--- src/adc_ctrl_pkg.sv ---
// Purpose: constants and types shared by the converter control block
// Assumes: pclk at 20 MHz, host serial clock and select arrive as pins
// Notes:   register offsets are byte addresses of aligned 32-bit words
package adc_ctrl_pkg;

  localparam int PCLK_HZ = 20_000_000;
  localparam int OSC_HZ  = 2_000_000;
  localparam int OSC_DIV = PCLK_HZ / OSC_HZ;
  localparam int OSC_W   = 4;
  localparam logic [OSC_W-1:0] OSC_LAST = OSC_W'(OSC_DIV - 1);

  localparam int RES_BITS = 10;
  localparam int SUB_BITS = 2;
  localparam int SAR_BITS = RES_BITS + SUB_BITS;
  localparam int STEP_W   = 4;
  localparam logic [SAR_BITS-1:0] SAR_START = 12'h800;
  localparam logic [STEP_W-1:0]   SAR_TOP   = STEP_W'(SAR_BITS - 1);
  localparam logic [STEP_W-1:0]   SAR_LAST  = 4'h0;

  // frame positions count serial clock falling edges from one
  localparam int EDGE_W = 5;
  localparam logic [EDGE_W-1:0] EDGE_MAX        = 5'h1f;
  localparam logic [EDGE_W-1:0] FIRST_POS       = 5'h01;
  localparam logic [EDGE_W-1:0] LEAD_LAST_POS   = 5'h03;
  localparam logic [EDGE_W-1:0] TAG_POS         = 5'h04;
  localparam logic [EDGE_W-1:0] MSB_POS         = 5'h05;
  localparam logic [EDGE_W-1:0] LAST_POS        = 5'h10;
  localparam logic [EDGE_W-1:0] INT_SAMPLE_EDGE = 5'h01;
  localparam logic [EDGE_W-1:0] EXT_SAMPLE_EDGE = 5'h02;

  localparam int PADDR_W = 8;
  localparam logic [PADDR_W-1:0] CTRL_OFS   = 8'h00;
  localparam logic [PADDR_W-1:0] STATUS_OFS = 8'h04;
  localparam logic [PADDR_W-1:0] RESULT_OFS = 8'h08;
  localparam int CTRL_PDIFF_BIT   = 0;
  localparam int STAT_BUSY_BIT    = 0;
  localparam int STAT_MODE_BIT    = 1;
  localparam int STAT_CHAN_BIT    = 2;
  localparam int STAT_AWAKE_BIT   = 3;
  localparam int STAT_VALID_BIT   = 4;
  localparam int RESULT_TAG_BIT   = 16;
  localparam int RESULT_VALID_BIT = 31;
  localparam logic CTRL_PDIFF_RST = 1'b0;
  // select pin idles high, i.e. deselected
  localparam logic SEL_IDLE       = 1'b1;

  typedef enum logic [1:0] {
    st_off,
    st_acquire,
    st_convert,
    st_readout
  } conv_state_type;

endpackage

--- src/conv_osc.sv ---
// Purpose: on-chip conversion clock, one tick per oscillator period
// Assumes: run comes from a flip-flop on pclk
// Notes:   stopped and cleared whenever run is low
`timescale 1ns/1ps
module conv_osc (
  input  wire logic pclk,
  input  wire logic presetn,
  input  wire logic run,
  output logic      tick
);

  typedef struct packed {
    logic [adc_ctrl_pkg::OSC_W-1:0] cnt;
    logic                           tick;
  } osc_type;

  osc_type s_ff;
  osc_type nxt_s;

  always_comb begin
    nxt_s      = s_ff;
    nxt_s.tick = 1'b0;
    if (!run) begin
      nxt_s.cnt = '0;
    end else if (s_ff.cnt == adc_ctrl_pkg::OSC_LAST) begin
      nxt_s.cnt  = '0;
      nxt_s.tick = 1'b1;
    end else begin
      nxt_s.cnt = adc_ctrl_pkg::OSC_W'(s_ff.cnt + 4'h1);
    end
  end

  always_ff @(posedge pclk or negedge presetn) begin
    if (!presetn) begin
      s_ff <= '0;
    end else begin
      s_ff <= nxt_s;
    end
  end

  assign tick = s_ff.tick;
endmodule

--- src/sar_adc_ctrl.sv ---
// Purpose: sequencing, serial frame and register access of a 10-bit SAR
// Assumes: select, serial clock and comparator are asynchronous pins
// Notes:   serial clock edges are found by sampling; keep it well below pclk/4
`timescale 1ns/1ps
module sar_adc_ctrl (
  input  wire logic                              pclk,
  input  wire logic                              presetn,
  input  wire logic                              psel,
  input  wire logic                              penable,
  input  wire logic                              pwrite,
  input  wire logic [adc_ctrl_pkg::PADDR_W-1:0]  paddr,
  input  wire logic [31:0]                       pwdata,
  output logic      [31:0]                       prdata,
  output logic                                   pready,
  output logic                                   pslverr,
  input  wire logic                              select_n_shutdown,
  input  wire logic                              sclk,
  input  wire logic                              comp_above,
  output logic                                   dout,
  output logic                                   dout_oe,
  output logic                                   track,
  output logic                                   powered,
  output logic      [adc_ctrl_pkg::SAR_BITS-1:0] dac_code,
  output logic                                   input_sel
);

  typedef struct packed {
    adc_ctrl_pkg::conv_state_type         state;
    logic                                 sclk_s1;
    logic                                 sclk_s2;
    logic                                 sclk_s3;
    logic                                 sel_s1;
    logic                                 sel_s2;
    logic                                 sel_s3;
    logic                                 comp_s1;
    logic                                 comp_s2;
    logic                                 mode_int;
    logic                                 chan_next;
    logic                                 chan_cur;
    logic                                 tag;
    logic                                 track;
    logic                                 powered;
    logic                                 dout;
    logic                                 dout_oe;
    logic [adc_ctrl_pkg::EDGE_W-1:0]      edge_cnt;
    logic [adc_ctrl_pkg::STEP_W-1:0]      step;
    logic [adc_ctrl_pkg::SAR_BITS-1:0]    trial;
    logic [adc_ctrl_pkg::SAR_BITS-1:0]    result;
    logic                                 result_tag;
    logic                                 result_valid;
    logic                                 pdiff;
    logic                                 pready;
    logic                                 pslverr;
    logic [31:0]                          prdata;
  } ctl_type;

  ctl_type s_ff;
  ctl_type nxt_s;

  logic                              osc_tick;
  logic                              sclk_fall;
  logic                              sel_fall;
  logic [adc_ctrl_pkg::SAR_BITS-1:0] decided;
  logic [adc_ctrl_pkg::EDGE_W-1:0]   cnt_inc;
  logic                              ext_data_pos;

  // only the second and third stages are compared, the first stays a pure synchroniser
  assign sclk_fall = s_ff.sclk_s3 & ~s_ff.sclk_s2;
  assign sel_fall  = s_ff.sel_s3 & ~s_ff.sel_s2;

  conv_osc u_osc (
    .pclk    (pclk),
    .presetn (presetn),
    .run     (s_ff.state == adc_ctrl_pkg::st_convert),
    .tick    (osc_tick)
  );

  function automatic logic frame_bit(
    input logic [adc_ctrl_pkg::EDGE_W-1:0]   pos,
    input logic                              tag,
    input logic [adc_ctrl_pkg::SAR_BITS-1:0] res
  );
    logic b;
    b = 1'b0;
    if (pos >= adc_ctrl_pkg::FIRST_POS
        && pos <= adc_ctrl_pkg::LEAD_LAST_POS) begin
      b = 1'b1;
    end else if (pos == adc_ctrl_pkg::TAG_POS) begin
      b = tag;
    end else if (pos >= adc_ctrl_pkg::MSB_POS
                 && pos <= adc_ctrl_pkg::LAST_POS) begin
      b = res[adc_ctrl_pkg::STEP_W'(adc_ctrl_pkg::LAST_POS - pos)];
    end
    return b; // beyond the last sub-bit stays zero
  endfunction

  always_comb begin
    nxt_s   = s_ff;
    // one SAR step: keep the trial bit if the input is above it
    decided = s_ff.trial;
    decided[s_ff.step] = s_ff.comp_s2;
    if (s_ff.step != adc_ctrl_pkg::SAR_LAST) begin
      decided[adc_ctrl_pkg::STEP_W'(s_ff.step - 4'h1)] = 1'b1;
    end
    cnt_inc = (s_ff.edge_cnt == adc_ctrl_pkg::EDGE_MAX) ? s_ff.edge_cnt
            : adc_ctrl_pkg::EDGE_W'(s_ff.edge_cnt + 5'h01);
    ext_data_pos = (cnt_inc >= adc_ctrl_pkg::MSB_POS)
                 && (cnt_inc <= adc_ctrl_pkg::LAST_POS);

    nxt_s.sclk_s1 = sclk;
    nxt_s.sclk_s2 = s_ff.sclk_s1;
    nxt_s.sclk_s3 = s_ff.sclk_s2;
    nxt_s.sel_s1  = select_n_shutdown;
    nxt_s.sel_s2  = s_ff.sel_s1;
    nxt_s.sel_s3  = s_ff.sel_s2;
    nxt_s.comp_s1 = comp_above;
    nxt_s.comp_s2 = s_ff.comp_s1;
    nxt_s.dout_oe = ~s_ff.sel_s2;

    // register access: data fixed in setup, effects at the completing edge
    nxt_s.pready = psel & ~penable;
    if (psel && !penable) begin
      nxt_s.prdata  = '0;
      nxt_s.pslverr = 1'b0;
      case (paddr)
        adc_ctrl_pkg::CTRL_OFS: begin
          nxt_s.prdata[adc_ctrl_pkg::CTRL_PDIFF_BIT] = s_ff.pdiff;
        end
        adc_ctrl_pkg::STATUS_OFS: begin
          nxt_s.prdata[adc_ctrl_pkg::STAT_BUSY_BIT]  =
            (s_ff.state != adc_ctrl_pkg::st_off);
          nxt_s.prdata[adc_ctrl_pkg::STAT_MODE_BIT]  = s_ff.mode_int;
          nxt_s.prdata[adc_ctrl_pkg::STAT_CHAN_BIT]  = s_ff.chan_next;
          nxt_s.prdata[adc_ctrl_pkg::STAT_AWAKE_BIT] = s_ff.powered;
          nxt_s.prdata[adc_ctrl_pkg::STAT_VALID_BIT] = s_ff.result_valid;
        end
        adc_ctrl_pkg::RESULT_OFS: begin
          nxt_s.prdata[adc_ctrl_pkg::SAR_BITS-1:0]    = s_ff.result;
          nxt_s.prdata[adc_ctrl_pkg::RESULT_TAG_BIT]   = s_ff.result_tag;
          nxt_s.prdata[adc_ctrl_pkg::RESULT_VALID_BIT] = s_ff.result_valid;
        end
        default: begin
          nxt_s.pslverr = 1'b1;
        end
      endcase
    end
    if (psel && penable && s_ff.pready) begin
      if (pwrite && paddr == adc_ctrl_pkg::CTRL_OFS) begin
        nxt_s.pdiff = pwdata[adc_ctrl_pkg::CTRL_PDIFF_BIT];
      end
      // read of the result clears its valid flag; a new result set below wins
      if (!pwrite && paddr == adc_ctrl_pkg::RESULT_OFS) begin
        nxt_s.result_valid = 1'b0;
      end
    end

    if (s_ff.sel_s2) begin
      // deselected: shutdown, any running conversion is dropped
      nxt_s.state   = adc_ctrl_pkg::st_off;
      nxt_s.powered = 1'b0;
      nxt_s.track   = 1'b0;
      nxt_s.dout    = 1'b0;
    end else if (sel_fall) begin
      nxt_s.state    = adc_ctrl_pkg::st_acquire;
      nxt_s.powered  = 1'b1;
      nxt_s.track    = 1'b1;
      nxt_s.mode_int = s_ff.sclk_s2;
      nxt_s.edge_cnt = '0;
      nxt_s.dout     = 1'b0;
      nxt_s.trial    = '0;
      if (s_ff.pdiff) begin
        nxt_s.chan_cur = 1'b0;
        nxt_s.tag      = 1'b1;
      end else begin
        nxt_s.chan_cur  = s_ff.chan_next;
        nxt_s.tag       = s_ff.chan_next;
        nxt_s.chan_next = ~s_ff.chan_next;
      end
    end else begin
      unique case (s_ff.state)
        adc_ctrl_pkg::st_off: begin
        end
        adc_ctrl_pkg::st_acquire: begin
          if (sclk_fall) begin
            nxt_s.edge_cnt = cnt_inc;
            if (s_ff.mode_int) begin
              // first falling edge samples, oscillator takes over
              nxt_s.track = 1'b0;
              nxt_s.trial = adc_ctrl_pkg::SAR_START;
              nxt_s.step  = adc_ctrl_pkg::SAR_TOP;
              nxt_s.state = adc_ctrl_pkg::st_convert;
              nxt_s.dout  = 1'b0;
            end else begin
              nxt_s.dout = frame_bit(cnt_inc, s_ff.tag, s_ff.trial);
              if (cnt_inc == adc_ctrl_pkg::EXT_SAMPLE_EDGE) begin
                nxt_s.track = 1'b0;
                nxt_s.trial = adc_ctrl_pkg::SAR_START;
                nxt_s.step  = adc_ctrl_pkg::SAR_TOP;
                nxt_s.state = adc_ctrl_pkg::st_readout;
              end
            end
          end
        end
        adc_ctrl_pkg::st_convert: begin
          // serial clock edges here are ignored, data stays low
          if (osc_tick) begin
            nxt_s.trial = decided;
            nxt_s.step  = adc_ctrl_pkg::STEP_W'(s_ff.step - 4'h1);
            if (s_ff.step == adc_ctrl_pkg::SAR_LAST) begin
              nxt_s.state        = adc_ctrl_pkg::st_readout;
              nxt_s.dout         = 1'b1;
              nxt_s.edge_cnt     = adc_ctrl_pkg::INT_SAMPLE_EDGE;
              nxt_s.result       = decided;
              nxt_s.result_tag   = s_ff.tag;
              nxt_s.result_valid = 1'b1;
            end
          end
        end
        adc_ctrl_pkg::st_readout: begin
          if (sclk_fall) begin
            nxt_s.edge_cnt = cnt_inc;
            if (!s_ff.mode_int && ext_data_pos) begin
              // external clock steps the SAR and shows each bit at once
              nxt_s.trial = decided;
              nxt_s.step  = adc_ctrl_pkg::STEP_W'(s_ff.step - 4'h1);
              nxt_s.dout  = s_ff.comp_s2;
              if (s_ff.step == adc_ctrl_pkg::SAR_LAST) begin
                nxt_s.result       = decided;
                nxt_s.result_tag   = s_ff.tag;
                nxt_s.result_valid = 1'b1;
              end
            end else begin
              nxt_s.dout = frame_bit(cnt_inc, s_ff.tag, s_ff.trial);
            end
          end
        end
      endcase
    end
  end

  always_ff @(posedge pclk or negedge presetn) begin
    if (!presetn) begin
      s_ff       <= '0;
      s_ff.pdiff <= adc_ctrl_pkg::CTRL_PDIFF_RST;
      // syncs start deselected, else dout_oe would pulse after reset
      s_ff.sel_s1 <= adc_ctrl_pkg::SEL_IDLE;
      s_ff.sel_s2 <= adc_ctrl_pkg::SEL_IDLE;
      s_ff.sel_s3 <= adc_ctrl_pkg::SEL_IDLE;
    end else begin
      s_ff <= nxt_s;
    end
  end

  assign prdata    = s_ff.prdata;
  assign pready    = s_ff.pready;
  assign pslverr   = s_ff.pslverr;
  assign dout      = s_ff.dout;
  assign dout_oe   = s_ff.dout_oe;
  assign track     = s_ff.track;
  assign powered   = s_ff.powered;
  assign dac_code  = s_ff.trial;
  assign input_sel = s_ff.chan_cur;
endmodule

--- config.mk ---
export PLATFORM = sky130hd
export DESIGN_NAME = sar_adc_ctrl
export DESIGN_NICKNAME = d
export VERILOG_FILES = /design/src/adc_ctrl_pkg.sv /design/src/conv_osc.sv /design/src/sar_adc_ctrl.sv
export SDC_FILE = /design/constraint.sdc
export NUM_CORES = 1
export LEC_CHECK = 0
export BUFFER_PORTS_ARGS = -buffer_cell sky130_fd_sc_hd__clkbuf_2
export CORE_UTILIZATION = 40
export DETAILED_ROUTE_END_ITERATION = 8
export PLACE_DENSITY_LB_ADDON = 0.2
export RECOVER_POWER = 50
export SYNTH_ARGS = -nofsm -noshare
export SYNTH_HDL_FRONTEND = slang
export SYNTH_SLANG_ARGS = --single-unit
export TNS_END_PERCENT = 5
--- constraint.sdc ---
create_clock -name pclk -period 2.6 [get_ports pclk]
set_input_delay 0.26 -clock pclk [delete_from_list [all_inputs] [get_ports pclk]]
set_output_delay 0.26 -clock pclk [all_outputs]
set_load 0.1 [all_outputs]
Word level (Yosys, flattened, before mapping)
Index checks and enable logic that the tools add are counted.

operators by class
  add/subtract/negate cells = 4
  multipliers = 0
  div/mod/pow operators = 0
  $lt $le $gt $ge = 9
  equality and inequality tests = 25
  shift-type cells = 0
  multiplexer cells = 63
  bitwise gates (word level) = 10
  reduce and logical (&&, ||, !) cells = 37

operator list
  operator            count
  $mux 35             2
  $pmux 21 s3         1
  $mux 16             2
  $mux 30             1
  $mux 1              28
  $pmux 14 s2         1
  $mux 12             2
  $mux 21             1
  $ne 4x4->1 const B  5
  $mux 2              9
  $ne 3x3->1 const B  6
  $reduce_bool 4->1   4
  $lt 4x5->1 const B  3
  $mux 5              3
  $mux 14             1
  $bwmux 12           1
  $or 12x12->12       1
  $reduce_and 6->1    2
  $logic_and 1x1->1   10
  $reduce_and 5->1    2
  $reduce_bool 3->1   3
  $demux 1 s4         2
  $eq 8x3->1 const B  1
  $eq 8x4->1 const B  1
  other kinds (36)    56

word-level totals
  register bits after elaboration = 75
  bits in latches = 0
  RAM bits = 0
  memory bits (read-only) = 0
  input bits = 48
  output and inout bits = 51
  word-level logic and storage cells = 177
  memories kept = 0

Logic depth before layout (Yosys ltp)
Gate-level depths: netlist (run 1).

  word-level depth = 13
  depth in mapped cells = 11
  depth with buffers taken out = 9

Cells and area by module
A second synthesis (run 1) with hierarchy kept.

unflattened totals
  cells, all modules = 460
  area total of the unflattened synthesis = 4568.1 um^2

modules (own cells, without submodules)
  module        instances  cells an instance  area an instance (um^2)  seq. area each (um^2)
  sar_adc_ctrl  1          439                4330.4                   1755.4
  conv_osc      1          21                 237.7                    125.1

Worst setup path after synthesis (run 1)
OpenSTA, ideal clock, no wires.

  path kind = flip-flop to flip-flop
  start point = reg s_ff[65] in the netlist's numbering
  end point = reg s_ff[36] in the netlist's numbering
  setup time = 0.125 ns
  arrival = 2.224 ns
  data required time = 2.475 ns
  path slack = 0.252 ns
  cell stages (with the launch flop) = 11
  path buffers = 2
  clock period less this slack = 2.348 ns
  cell sequence = dfrtp_1 -> ha_1 -> buf_4 -> nand4_2 -> mux2i_4 -> nor3_1 -> a21oi_1 -> o21ai_0 -> nand2_1 -> buf_4 -> mux2_2

between the ends
  word-level cells in the longest chain between the ends = 7
  elaborated cells on any way between the ends = 9
  those cells by class = 1 x add/sub; 2 x order compare; 2 x eq/ne; 1 x mux; 3 x reduce/logical

RTL lines
  item                                              line                                      text
  from (decl)                                       sar_adc_ctrl.sv:57                        ctl_type s_ff;
  from (signal assigned)                            sar_adc_ctrl.sv:250                       s_ff <= nxt_s;
  $add 5x1->5 / $eq 5x5->1 (equally long branches)  sar_adc_ctrl.sv:106, sar_adc_ctrl.sv:105
  $mux 5 *                                          sar_adc_ctrl.sv:105                       cnt_inc = (s_ff.edge_cnt == adc_ctrl_pkg::EDGE_MAX) ? s_ff.edge_cnt
  $ge 5x3->1 / $le 5x5->1 (equally long branches)   sar_adc_ctrl.sv:107, sar_adc_ctrl.sv:108
  $logic_and 1x1->1 *                               sar_adc_ctrl.sv:108                       && (cnt_inc <= adc_ctrl_pkg::LAST_POS);
  $logic_and 1x1->1 *                               sar_adc_ctrl.sv:222                       if (!s_ff.mode_int && ext_data_pos) begin
  $ne 2x2->1 (no source line) *                     -
  $reduce_and 6->1 (no source line) *               -

Every way passes the cells marked *; elsewhere a longest branch is shown, timed or not.
A chain may end at the register's enable or synchronous reset.

Worst setup path in the final report (run 1)
  start point = reg s_ff[65] in the netlist's numbering
  end point = reg s_ff[44] in the netlist's numbering

The elaborated chain is that of the path after synthesis.

==> summary.md, run 1 <==
| Metric | Value |
|---|---|
| Run status | complete, but fails checks |
| Failing checks | capacitance limit, slew limit |
| LEAKAGE | 2.42 nW |
| Reg clk slew, reported paths | 0.06 ns |
| GRT Residual Overflow | 0 |
| FF-to-FF End | s_ff[44] |
| Clk pwr share | 0.311 |
| Max Freq | 405 MHz |
| Rows | 39 |
| Worst endpoint required time | 2.82 ns |
| Worst-Margin Slew | 1.85 ns |
| Via density | 5.34 |
| Setup TNS | 0 ns |
| Crit-path cells | ha_2, buf_4, xor2_1, a221oi_2, nor4_1, a21oi_1, o21ai_0, nand2_1, buf_12, mux2_2 |
| Worst Setup Start Kind | flip-flop |
| P_int | 2.26 mW |
| Power, Total | 3.62 mW |
| Max VDD drop | 0.522 mV |
| Hold Path Sink | nxt_s[78] |
| Area grow syn2layout | 11.3% |
| Final WL | 11200 µm |
| Setup Skew | 0.00684 ns |
| Relative slew slack | -0.234 |
| RSZ-0062 raised after global routing | true |
| Final hold viol count | 0 |
| Post-synthesis cell type count | 69 |
| Hold_ws | 0.0319 ns |
| Reg area | 1880 µm² |
| Hold Crit Depth | 1 |
| Fin area | 5200 µm² |
| HP Start | comp_above |
| CTS Buf Count | 9 |
| Starting DRT DRC Count | 247 |
| Net Switching | 1.35 mW |
| Average wire per standard cell | 15.9 µm |
| Gr usage total | 0.200 |
| Pwr Density | 695 nW/µm² |
| Worst Path Buf+Inv | 2 |
| Switch share | 0.374 |
| Fin. max-slew vios | 76 |
| First-pass GRT wire length | 18400 µm |
| CP delay by family, top | compound AO/OA/AOI/OAI gates |
| Post-synthesis sequential area ratio | 0.402 |
| CTS tree | built |
| H-tree levels | 3 |
| Finish-stage setup viols | 0 |
| Hold Crit Class | input pin to flip-flop |
| Post-DP HPWL | 8060 µm |
| Starting density of the core | 0.410 |
| Crit-path slowest cell | dfrtp_1 |
| Clk buf depth | 2 |
| Via count | 3737 |
| EDFF count, synth | 0 |
| Layout fillers | 1142 |
| RR Startpoint | s_ff[65] |
| Top FF cell, synth | dfrtp_1 |
| Reg-to-reg setup timing slack | 0.13 ns |
| CORE AREA | 11400 µm² |
| Fin crit period | 2.47 ns |
| Die height | 110 µm |
| CP peak stage delay | 0.38 ns |
| Seq pwr share | 0.371 |
| Total Nets Final | 614 |
| Reg2Reg Depth | 10 |
| Antenna Cells | 0 |
| Post-synth ARST share | 1.00 |
| Root Buffer | clkbuf_16 |
| Drt first pass iters | 5 |
| DRC viols | 0 |
| Clock sinks | 75 |
| Post-synthesis instance area | 4680 µm² |
| Initial antenna violation count | 0 |
| Share of post-route cells with drive strength above 1 | 0.212 |
| WS Path Type | flip-flop to flip-flop |
| Final RePlAce weighted congestion | 0.846 |
| Later-pin clock latency in the skew report | 0.33 ns |
| Number of synthesized register bits | 75 |
| Synth Warn # | 0 |
| Maxcap violations | 1 |
| CP endpoint kind | flip-flop |
| Comb power frac | 0.319 |
| Syn_area_per_cell | 9.10 µm² |
| Full die area | 12100 µm² |
| # IOs | 99 |
| Multi-input logic area | 2300 µm² |
| CP arrival | 2.69 ns |
| Port Buffers | 49 |
| Peak fanout along the critical path | 13 |
| Final antenna-violating net count | 0 |
| Period utilization | 0.949 |
| Post-synthesis instance total | 514 |
| DP Area | 4920 µm² |
| Die Span X | 110 µm |
| Largest net degree at the start of global routing | 76 |
| Vias in the first global route | 3537 |
## cell families (layout without fill, tap and decap cells)
family | count (synthesis) | after routing | share of synthesized area
buffers and inverters | 92 | 118 | 0.120
AND/OR/NAND/NOR | 175 | 175 | 0.179
adder cells (fa/ha/maj) | 14 | 14 | 0.0374
multiplexers | 30 | 30 | 0.0757
flip-flops | 75 | 75 | 0.402
other | 1 | 18 | 0.000802
XOR/XNOR | 3 | 3 | 0.00562
AO/OA/AOI/OAI | 124 | 124 | 0.180
## cell usage in the layout, fill, tap and decap left out, drive strengths merged, types with 7 or more instances in the layout
cell type and count:
dfrtp 72, conb 18, mux2 10, a211o 7, nand2b 12, ha 14, clkbuf 60, nand3 7
mux2i 18, inv 22, buf 29, a22o 10, nor3 17, nand2 65, a21oi 39, o21ai 27
nor2 39
## routing by layer
metal,global-route usage,up-vias,share of wire
li1,-,1833,-
met1,0.269,1804,0.46
met2,0.321,86,0.48
met3,0.0400,14,0.042
met4,0.0714,0,0.018
met5,0,-,0
## power by group through the flow
stage | Sequential (mW) | Clock, mW | Combinational, mW
4_1_cts | 1.34 | 1.16 | 1.14
3_5_place_dp | 1.36 | 0 | 1.14
3_3_place_gp | 1.36 | 0 | 1.13
2_1_floorplan | 1.42 | 0 | 0.790
6_report | 1.34 | 1.12 | 1.15
5_1_grt | 1.35 | 1.20 | 1.26
## stage by stage
step	worst slack, ns	std cells	utilization
2_1_floorplan	0.252	531	-
3_3_place_gp	0.0536	682	0.431
3_5_place_dp	0.0276	682	0.431
4_1_cts	0.0219	699	0.455
5_1_grt	-0.00639	700	0.456
6_report	0.132	700	0.456
## registers in the layout, indices dropped and copies added, names as in the netlist, 4 cells and up
register    count
u_osc.s_ff      4
prdata         14
dac_code       12
s_ff           32
nxt_s           5
## final cells by class
class,count,share of cell area
clock inverter,5,0.00625
timing repair buffer,79,0.0940
clock buffer,11,0.0447
tap,143,0.0344
inverter,23,0.0166
sequential,75,0.361
multi-input combinational,364,0.443
## how the worst max path moves through the flow
stage / depth (start not counted) / slack, ns / from / endpoint
global route: 10 / -0.006 / s_ff[65] / s_ff[37]
CTS: 10 / 0.02 / s_ff[65] / dac_code[11]
floorplan: 10 / 0.25 / s_ff[65] / s_ff[36]
detailed placement: 10 / 0.03 / s_ff[65] / s_ff[45]
global placement: 10 / 0.05 / s_ff[65] / s_ff[45]
finish: 10 / 0.13 / s_ff[65] / s_ff[44]
## cells in the mapped netlist, drive strengths merged (5+ instances only)
| master | n | area share |
|---|---|---|
| a22o | 10 | 0.019 |
| a22oi | 6 | 0.0096 |
| o21ai | 27 | 0.029 |
| buf | 54 | 0.089 |
| mux2i | 18 | 0.041 |
| nor2 | 39 | 0.031 |
| nor3 | 17 | 0.018 |
| ha | 14 | 0.037 |
| nor2b | 5 | 0.0067 |
| nand4 | 5 | 0.0094 |
| nand2 | 65 | 0.052 |
| mux2 | 10 | 0.024 |
| nand3 | 7 | 0.0075 |
| a21oi | 39 | 0.042 |
| a211o | 7 | 0.013 |
| clkbuf | 15 | 0.012 |
| nand2b | 12 | 0.016 |
| or3 | 5 | 0.0067 |
| dfrtp | 72 | 0.39 |
| inv | 22 | 0.018 |
## repair_timing
action / 4_1_cts / 5_1_grt
hold buffers: 1 / 0
endpoints found under the setup margin: 0 / 19
gates resized for setup: 0 / 2
hold endpoints to repair: 1 / 0
buffers inserted: 0 / 1
No activity file was read; power rests on OpenSTA's default activity.
==> run 2, diff against run 1 <==
--- a/config.mk
+++ b/config.mk
@@ -6,7 +6,7 @@
 export NUM_CORES = 1
 export LEC_CHECK = 0
 export BUFFER_PORTS_ARGS = -buffer_cell sky130_fd_sc_hd__clkbuf_2
-export CORE_UTILIZATION = 40
+export CORE_UTILIZATION = 55
 export DETAILED_ROUTE_END_ITERATION = 8
 export PLACE_DENSITY_LB_ADDON = 0.2
 export RECOVER_POWER = 50
==> run 2 against run 1 <==
Compared with the run above:
- the flow still finishes with violations (capacitance limit, slew limit)
- power fell by 7.0%
- final area fell by 1.9%
- final cell count fell by 4.9%
- largest cell class unchanged
- clock-buffer cell count fell by 2
- critical path type unchanged
- die area fell by 27%
==> summary.md, run 2 (synthesis gave the netlist of run 1 again) <==
| Metric | Value |
|---|---|
| FF-to-FF End | dac_code[11] (was s_ff[44]) |
| Clock sinks | 75 (unchanged) |
| Final setup margin | 0.112 ns (was 0.132 ns) |
| Relative slew slack | -0.214 (was -0.234) |
| Core occupancy in the finished layout | 0.621 (was 0.456) |
| CTS tree | built (unchanged) |
| CP endpoint kind | flip-flop (unchanged) |
| Clk buf depth | 2 (unchanged) |
| Cell Count, Final, Fillers Out | 666 (was 700) |
| Placed Cells | 647 (was 682) |
| CP peak stage delay | 0.39 ns (was 0.38 ns) |
| WS Path Type | flip-flop to flip-flop (unchanged) |
| Later-pin clock latency in the skew report | 0.35 ns (was 0.33 ns) |
| Max Freq | 402 MHz (was 405 MHz) |
| Post-DP HPWL | 7970 µm (was 8060 µm) |
| Fin. max-slew vios | 76 (unchanged) |
| First-pass GRT wire length | 17700 µm (was 18400 µm) |
| Hold Crit Depth | 2 (was 1) |
| Final WL | 10800 µm (was 11200 µm) |
| Area grow syn2layout | 9.12% (was 11.3%) |
| Worst endpoint required time | 2.87 ns (was 2.82 ns) |
| Crit-path cells | ha_2, nand2b_1, a221oi_2, nor3_1, a211o_2, o211ai_2, buf_4, nor3_1, nor3_1 (was ha_2, buf_4, xor2_1, a221oi_2, nor4_1, a21oi_1, o21ai_0, nand2_1, buf_12, mux2_2) |
| Via density | 5.73 (was 5.34) |
| Failing checks | capacitance limit, slew limit (unchanged) |
| Pre-CTS WS | 0.0130 ns (was 0.0276 ns) |
| Die height | 94.2 µm (was 110 µm) |
| Commonest non-fill, non-tap cell in the layout | dfrtp_1 (unchanged) |
| Rows | 33 (was 39) |
| Pwr Density | 659 nW/µm² (was 695 nW/µm²) |
| CP arrival | 2.75 ns (was 2.69 ns) |
| Worst Setup Start Kind | flip-flop (unchanged) |
| Worst-Margin Slew | 1.82 ns (was 1.85 ns) |
| Max VDD drop | 0.699 mV (was 0.522 mV) |
| CP delay by family, top | compound AO/OA/AOI/OAI gates (unchanged) |
| Max reg flops | 32 (unchanged) |
| Initial antenna violation count | 0 (unchanged) |
| Final RePlAce weighted congestion | 0.915 (was 0.846) |
| Finish-stage setup viols | 0 (unchanged) |
| Commonest non-fill, non-tap cells in the layout | dfrtp_1, nand2_1, clkbuf_2, nor2_1, a21oi_1 (unchanged) |
| CTS Buf Count | 9 (unchanged) |
| CORE AREA | 8220 µm² (was 11400 µm²) |
| LEAKAGE | 2.41 nW (was 2.42 nW) |
| GRT Residual Overflow | 0 (unchanged) |
| Peak fanout along the critical path | 13 (unchanged) |
| CP most frequent cell | nor3_1 |
| Die Span X | 94.2 µm (was 110 µm) |
| Fin area | 5100 µm² (was 5200 µm²) |
| Share of post-route cells with drive strength above 1 | 0.217 (was 0.212) |
| Run status | complete, but fails checks (unchanged) |
| Starting density of the core | 0.569 (was 0.410) |
| Antenna Cells | 0 (unchanged) |
| Full die area | 8880 µm² (was 12100 µm²) |
| Total Nets Final | 618 (was 614) |
| Final hold viol count | 0 (unchanged) |
| Reg clk slew, reported paths | 0.08 ns (was 0.06 ns) |
| Fin crit period | 2.49 ns (was 2.47 ns) |
| Top reg by flops | s_ff (unchanged) |
| Root Buffer | clkbuf_8 (was clkbuf_16) |
| Hold Path Sink | s_ff[34] (was nxt_s[78]) |
| DP Area | 4890 µm² (was 4920 µm²) |
| Average wire per standard cell | 16.2 µm (was 15.9 µm) |
| H-tree levels | 3 (unchanged) |
| Worst Path Buf+Inv | 1 (was 2) |
| Reg2Reg Depth | 9 (was 10) |
| Crit-path slowest cell | dfrtp_1 (unchanged) |
| Hold Crit Class | input pin to flip-flop (unchanged) |
| Setup Fix Bufs, Post-CTS | 0 (unchanged) |
| RR Startpoint | s_ff[65] (unchanged) |
| Period utilization | 0.957 (was 0.949) |
| Largest net degree at the start of global routing | 76 (unchanged) |
| Vias in the first global route | 3707 (was 3537) |
| Port Buffers | 49 (unchanged) |
| Starting DRT DRC Count | 286 (was 247) |
| Via count | 3817 (was 3737) |
| Reg-to-reg setup timing slack | 0.11 ns (was 0.13 ns) |
| Setup Skew | 0.00845 ns (was 0.00684 ns) |
| DRC viols | 0 (unchanged) |
| # IOs | 99 (unchanged) |
| RSZ-0062 raised after global routing | true (unchanged) |
| Drt first pass iters | 4 (was 5) |
| Final antenna-violating net count | 0 (unchanged) |
| HP Start | pwdata[0] (was comp_above) |
| Power, Total | 3.36 mW (was 3.62 mW) |
| Gr usage total | 0.262 (was 0.200) |
| Maxcap violations | 1 (unchanged) |
## run 2: changes by cell type in the layout (fill, tap and decap cells not counted), sizes merged
cell / delta
clkbuf: -1
buf: +1
inv: +4
dlygate4sd3: +2
clkinvlp: -2
## run 2: layer usage
metal  track usage  wire length (µm)
met1         0.340              4890
met5             0                 0
met2         0.424              5160
met3        0.0583               449
met4         0.104               293
## run 2: area by class of cell
type / instances / area, µm²
Clock buffer: 9 / 124
Clock inverter: 7 / 58.8
Fill cell: 719 / 3110
Inverter: 23 / 86.3
Multi-Input combinational cell: 364 / 2310
Sequential cell: 75 / 1880
Tap cell: 105 / 131
Timing Repair Buffer: 83 / 517
## run 2: worst max path at each step
stage,cells past startpoint,startpoint,to,slack [ns]
final,9,s_ff[65],dac_code[11],0.11
after global placement,9,s_ff[65],dac_code[11],0.09
after CTS,9,s_ff[66],dac_code[11],0.10
after global routing,9,s_ff[65],s_ff[39],-0.03
after detailed placement,9,s_ff[66],dac_code[11],0.01
after floorplan,10,s_ff[65],s_ff[36],0.25
## run 2: per-stage QoR
stage | TNS, ns | hold slack, ns
floorplan | 0 | -0.0356
global placement | 0 | 0.333
detailed placement | 0 | 0.338
CTS | 0 | 0.0664
global route | -0.138 | 0.131
finish | 0 | 0.148
## run 2: worst reg2reg max path, stage by stage (launching register included)
cell	delay, ns
dfrtp_1	0.39
ha_2	0.30
nand2b_1	0.18
a221oi_2	0.38
nor3_1	0.11
a211o_2	0.34
o211ai_2	0.18
buf_4	0.26
nor3_1	0.07
nor3_1	0.19
## run 2: where the power goes
group | internal (mW) | switching [mW] | leakage [nW]
Combinational | 0.397 | 0.794 | 1.33
Clock | 0.363 | 0.477 | 0.0925
Sequential | 1.24 | 0.0889 | 0.990
Total | 2.00 | 1.36 | 2.41
## run 2: what timing repair did
item	4_1_cts	5_1_grt
hold endpoints to repair	3	0
endpoints found under the setup margin	1	18
hold buffers	3	0
resized for setup	1	1
==> run 3, diff against run 2 <==
--- a/config.mk
+++ b/config.mk
@@ -5,9 +5,10 @@
 export SDC_FILE = /design/constraint.sdc
 export NUM_CORES = 1
 export LEC_CHECK = 0
-export BUFFER_PORTS_ARGS = -buffer_cell sky130_fd_sc_hd__clkbuf_2
 export CORE_UTILIZATION = 55
+export CTS_BUF_LIST = sky130_fd_sc_hd__clkbuf_4 sky130_fd_sc_hd__clkbuf_8
 export DETAILED_ROUTE_END_ITERATION = 8
+export DONT_BUFFER_PORTS = 1
 export PLACE_DENSITY_LB_ADDON = 0.2
 export RECOVER_POWER = 50
 export SYNTH_ARGS = -nofsm -noshare
==> run 3 against run 2 <==
Compared with the run above:
- the flow still finishes with violations (capacitance limit, slew limit)
- via count down 3.0%
- power up 4.7%
- combinational power down 8%
- sequential power up 5%
- clock power up 23%
- register-to-register slack worse by 0.02 ns
- sequential share of layout area up 0.49 points
- wire length down 1.6%
- setup slack worse by 0.023 ns
- clock-buffer cell count up 1
- hold slack worse by 0.093 ns
- first-iteration DRC count down 13%
==> summary.md, run 3 (synthesis gave the netlist of run 1 again) <==
| Metric | Value |
|---|---|
| Setup TNS | 0 ns (unchanged) |
| LEAKAGE | 2.30 nW (was 2.41 nW) |
| RR Startpoint | s_ff[65] (unchanged) |
| Reg2Reg Depth | 9 (unchanged) |
| Share of post-route cells with drive strength above 1 | 0.161 (was 0.217) |
| Period utilization | 0.966 (was 0.957) |
| FF-to-FF End | dac_code[7] (was dac_code[11]) |
| Hold Crit Class | input pin to flip-flop (unchanged) |
| Pwr Density | 699 nW/µm² (was 659 nW/µm²) |
| Starting DRT DRC Count | 250 (was 286) |
| Relative slew slack | -0.213 (was -0.214) |
| H-tree levels | 3 (unchanged) |
| Port Buffers | 0 (was 49) |
| Multi-input logic area | 2310 µm² (about the same) |
| Hold Path Sink | s_ff[34] (unchanged) |
| Reg clk slew, reported paths | 0.08 ns (about the same) |
| Run status | complete, but fails checks (unchanged) |
| Max VDD drop | 0.519 mV (was 0.699 mV) |
| Hold Crit Depth | 1 (was 2) |
| Placed Cells | 612 (was 647) |
| Worst endpoint required time | 2.88 ns (was 2.87 ns) |
| Layout fillers | 712 (was 719) |
| First-pass GRT wire length | 17700 µm (about the same) |
| Die height | 94.2 µm (unchanged) |
| GRT Residual Overflow | 0 (unchanged) |
| Fin. max-slew vios | 76 (unchanged) |
| # IOs | 99 (unchanged) |
| Setup Skew | 0.0132 ns (was 0.00845 ns) |
| Via density | 5.85 (was 5.73) |
| Cell Count, Final, Fillers Out | 633 (was 666) |
| Die Span X | 94.2 µm (unchanged) |
| Final RePlAce weighted congestion | 0.899 (was 0.915) |
| Clk buf depth | 2 (unchanged) |
| Largest net degree at the start of global routing | 76 (unchanged) |
| Fin crit period | 2.51 ns (was 2.49 ns) |
| Area grow syn2layout | 7.68% (was 9.12%) |
| HP Start | pwdata[0] (unchanged) |
| CP arrival | 2.79 ns (was 2.75 ns) |
| WS Path Type | flip-flop to flip-flop (unchanged) |
| RSZ-0062 raised after global routing | true (unchanged) |
| Commonest non-fill, non-tap cells in the layout | dfrtp_1, nand2_1, buf_4, nor2_1, a21oi_1 (was dfrtp_1, nand2_1, clkbuf_2, nor2_1, a21oi_1) |
| Worst-Margin Slew | 1.82 ns (about the same) |
| Commonest non-fill, non-tap cell in the layout | dfrtp_1 (unchanged) |
| CP endpoint kind | flip-flop (unchanged) |
| Finish-stage setup viols | 0 (unchanged) |
| Via count | 3703 (was 3817) |
| Clock sinks | 75 (unchanged) |
| CORE AREA | 8220 µm² (unchanged) |
| Failing checks | capacitance limit, slew limit (unchanged) |
| CTS Buf Count | 9 (unchanged) |
| Maxcap violations | 1 (unchanged) |
| Gr usage total | 0.260 (was 0.262) |
| Total Nets Final | 585 (was 618) |
| Starting density of the core | 0.569 (unchanged) |
| Later-pin clock latency in the skew report | 0.36 ns (was 0.35 ns) |
| Initial antenna violation count | 0 (unchanged) |
| Max Freq | 398 MHz (was 402 MHz) |
| Final hold viol count | 0 (unchanged) |
| CTS tree | built (unchanged) |
| DRC viols | 0 (unchanged) |
| Reg area | 1880 µm² (unchanged) |
| Setup Fix Bufs, Post-CTS | 0 (unchanged) |
| Root Buffer | clkbuf_8 (unchanged) |
| Final antenna-violating net count | 0 (unchanged) |
| Hold_ws | 0.0547 ns (was 0.148 ns) |
| Final WL | 10600 µm (was 10800 µm) |
| Max reg flops | 32 (unchanged) |
| Antenna Cells | 0 (unchanged) |
| Drt first pass iters | 6 (was 4) |
| Top reg by flops | s_ff (unchanged) |
| Post-DP HPWL | 7780 µm (was 7970 µm) |
| Peak fanout along the critical path | 13 (unchanged) |
| Full die area | 8880 µm² (unchanged) |
| Vias in the first global route | 3521 (was 3707) |
| Average wire per standard cell | 16.8 µm (was 16.2 µm) |
| Rows | 33 (unchanged) |
| Worst Setup Start Kind | flip-flop (unchanged) |
| Reg-to-reg setup timing slack | 0.09 ns (was 0.11 ns) |
run 3: cell types whose count changed in the layout (fill, tap and decap cells not counted), sizes merged:
cell,change
clkbuf,-47
dlygate4sd3,+1
clkinv,-2
bufinv,+2
clkinvlp,+1
inv,-2
buf,+14
run 3: area by class of cell:
| class | instances | area share |
|---|---|---|
| multi-input cells | 364 | 0.459 |
| inverters | 23 | 0.0171 |
| repair buffers | 50 | 0.0785 |
| well taps | 105 | 0.0261 |
| clock buffers | 10 | 0.0273 |
| clock inverters | 6 | 0.0189 |
| flip-flops and latches | 75 | 0.373 |
run 3: how the worst max path moves through the flow:
stage	end	from	slack (ns)
3_5_place_dp	dac_code[7]	s_ff[65]	-0.005
2_1_floorplan	s_ff[36]	s_ff[65]	0.25
4_1_cts	dac_code[7]	s_ff[65]	0.01
6_report	dac_code[7]	s_ff[65]	0.09
5_1_grt	dac_code[11]	s_ff[65]	-0.03
3_3_place_gp	dac_code[7]	s_ff[65]	0.05
run 3: timing repair:
item                                    CTS  global route
hold buffers                              5             0
cloned                                    0             0
pin swaps                                 0             0
gates resized for setup                   1             1
hold endpoints to repair                 78             0
endpoints found under the setup margin    1            11
run 3: power by group:
group          total, mW  switching [mW]  internal (mW)
logic               1.09           0.707          0.381
registers           1.40           0.161           1.24
clock network       1.03           0.456          0.576
total               3.52            1.32           2.20
run 3: routing by layer:
metal | up-vias | GRT usage | share of wire
met2 | 109 | 0.418 | 0.49
met1 | 1804 | 0.353 | 0.45
met4 | 0 | 0.0821 | 0.022
met3 | 22 | 0.0502 | 0.043
li1 | 1768 | - | -
met5 | - | 0 | 0
run 3: through the flow:
stage / cell area (µm²) / utilization / setup WS, ns / total power, mW
after floorplan: 4740 / - / 0.252 / 2.22
after global placement: 4750 / 0.578 / 0.0507 / 2.46
after detailed placement: 4750 / 0.578 / -0.00481 / 2.48
after CTS: 5050 / 0.615 / 0.00972 / 3.55
after global routing: 5040 / 0.613 / -0.0268 / 3.72
final: 5040 / 0.613 / 0.0889 / 3.52
run 3: worst max-delay path: stages (launching register included):
cell	delay (ns)
dfrtp_1	0.38
ha_1	0.29
or2_1	0.26
a21boi_1	0.17
o31ai_4	0.29
a211o_2	0.23
o211ai_4	0.14
buf_6	0.21
a2111o_1	0.31
a21oi_1	0.14
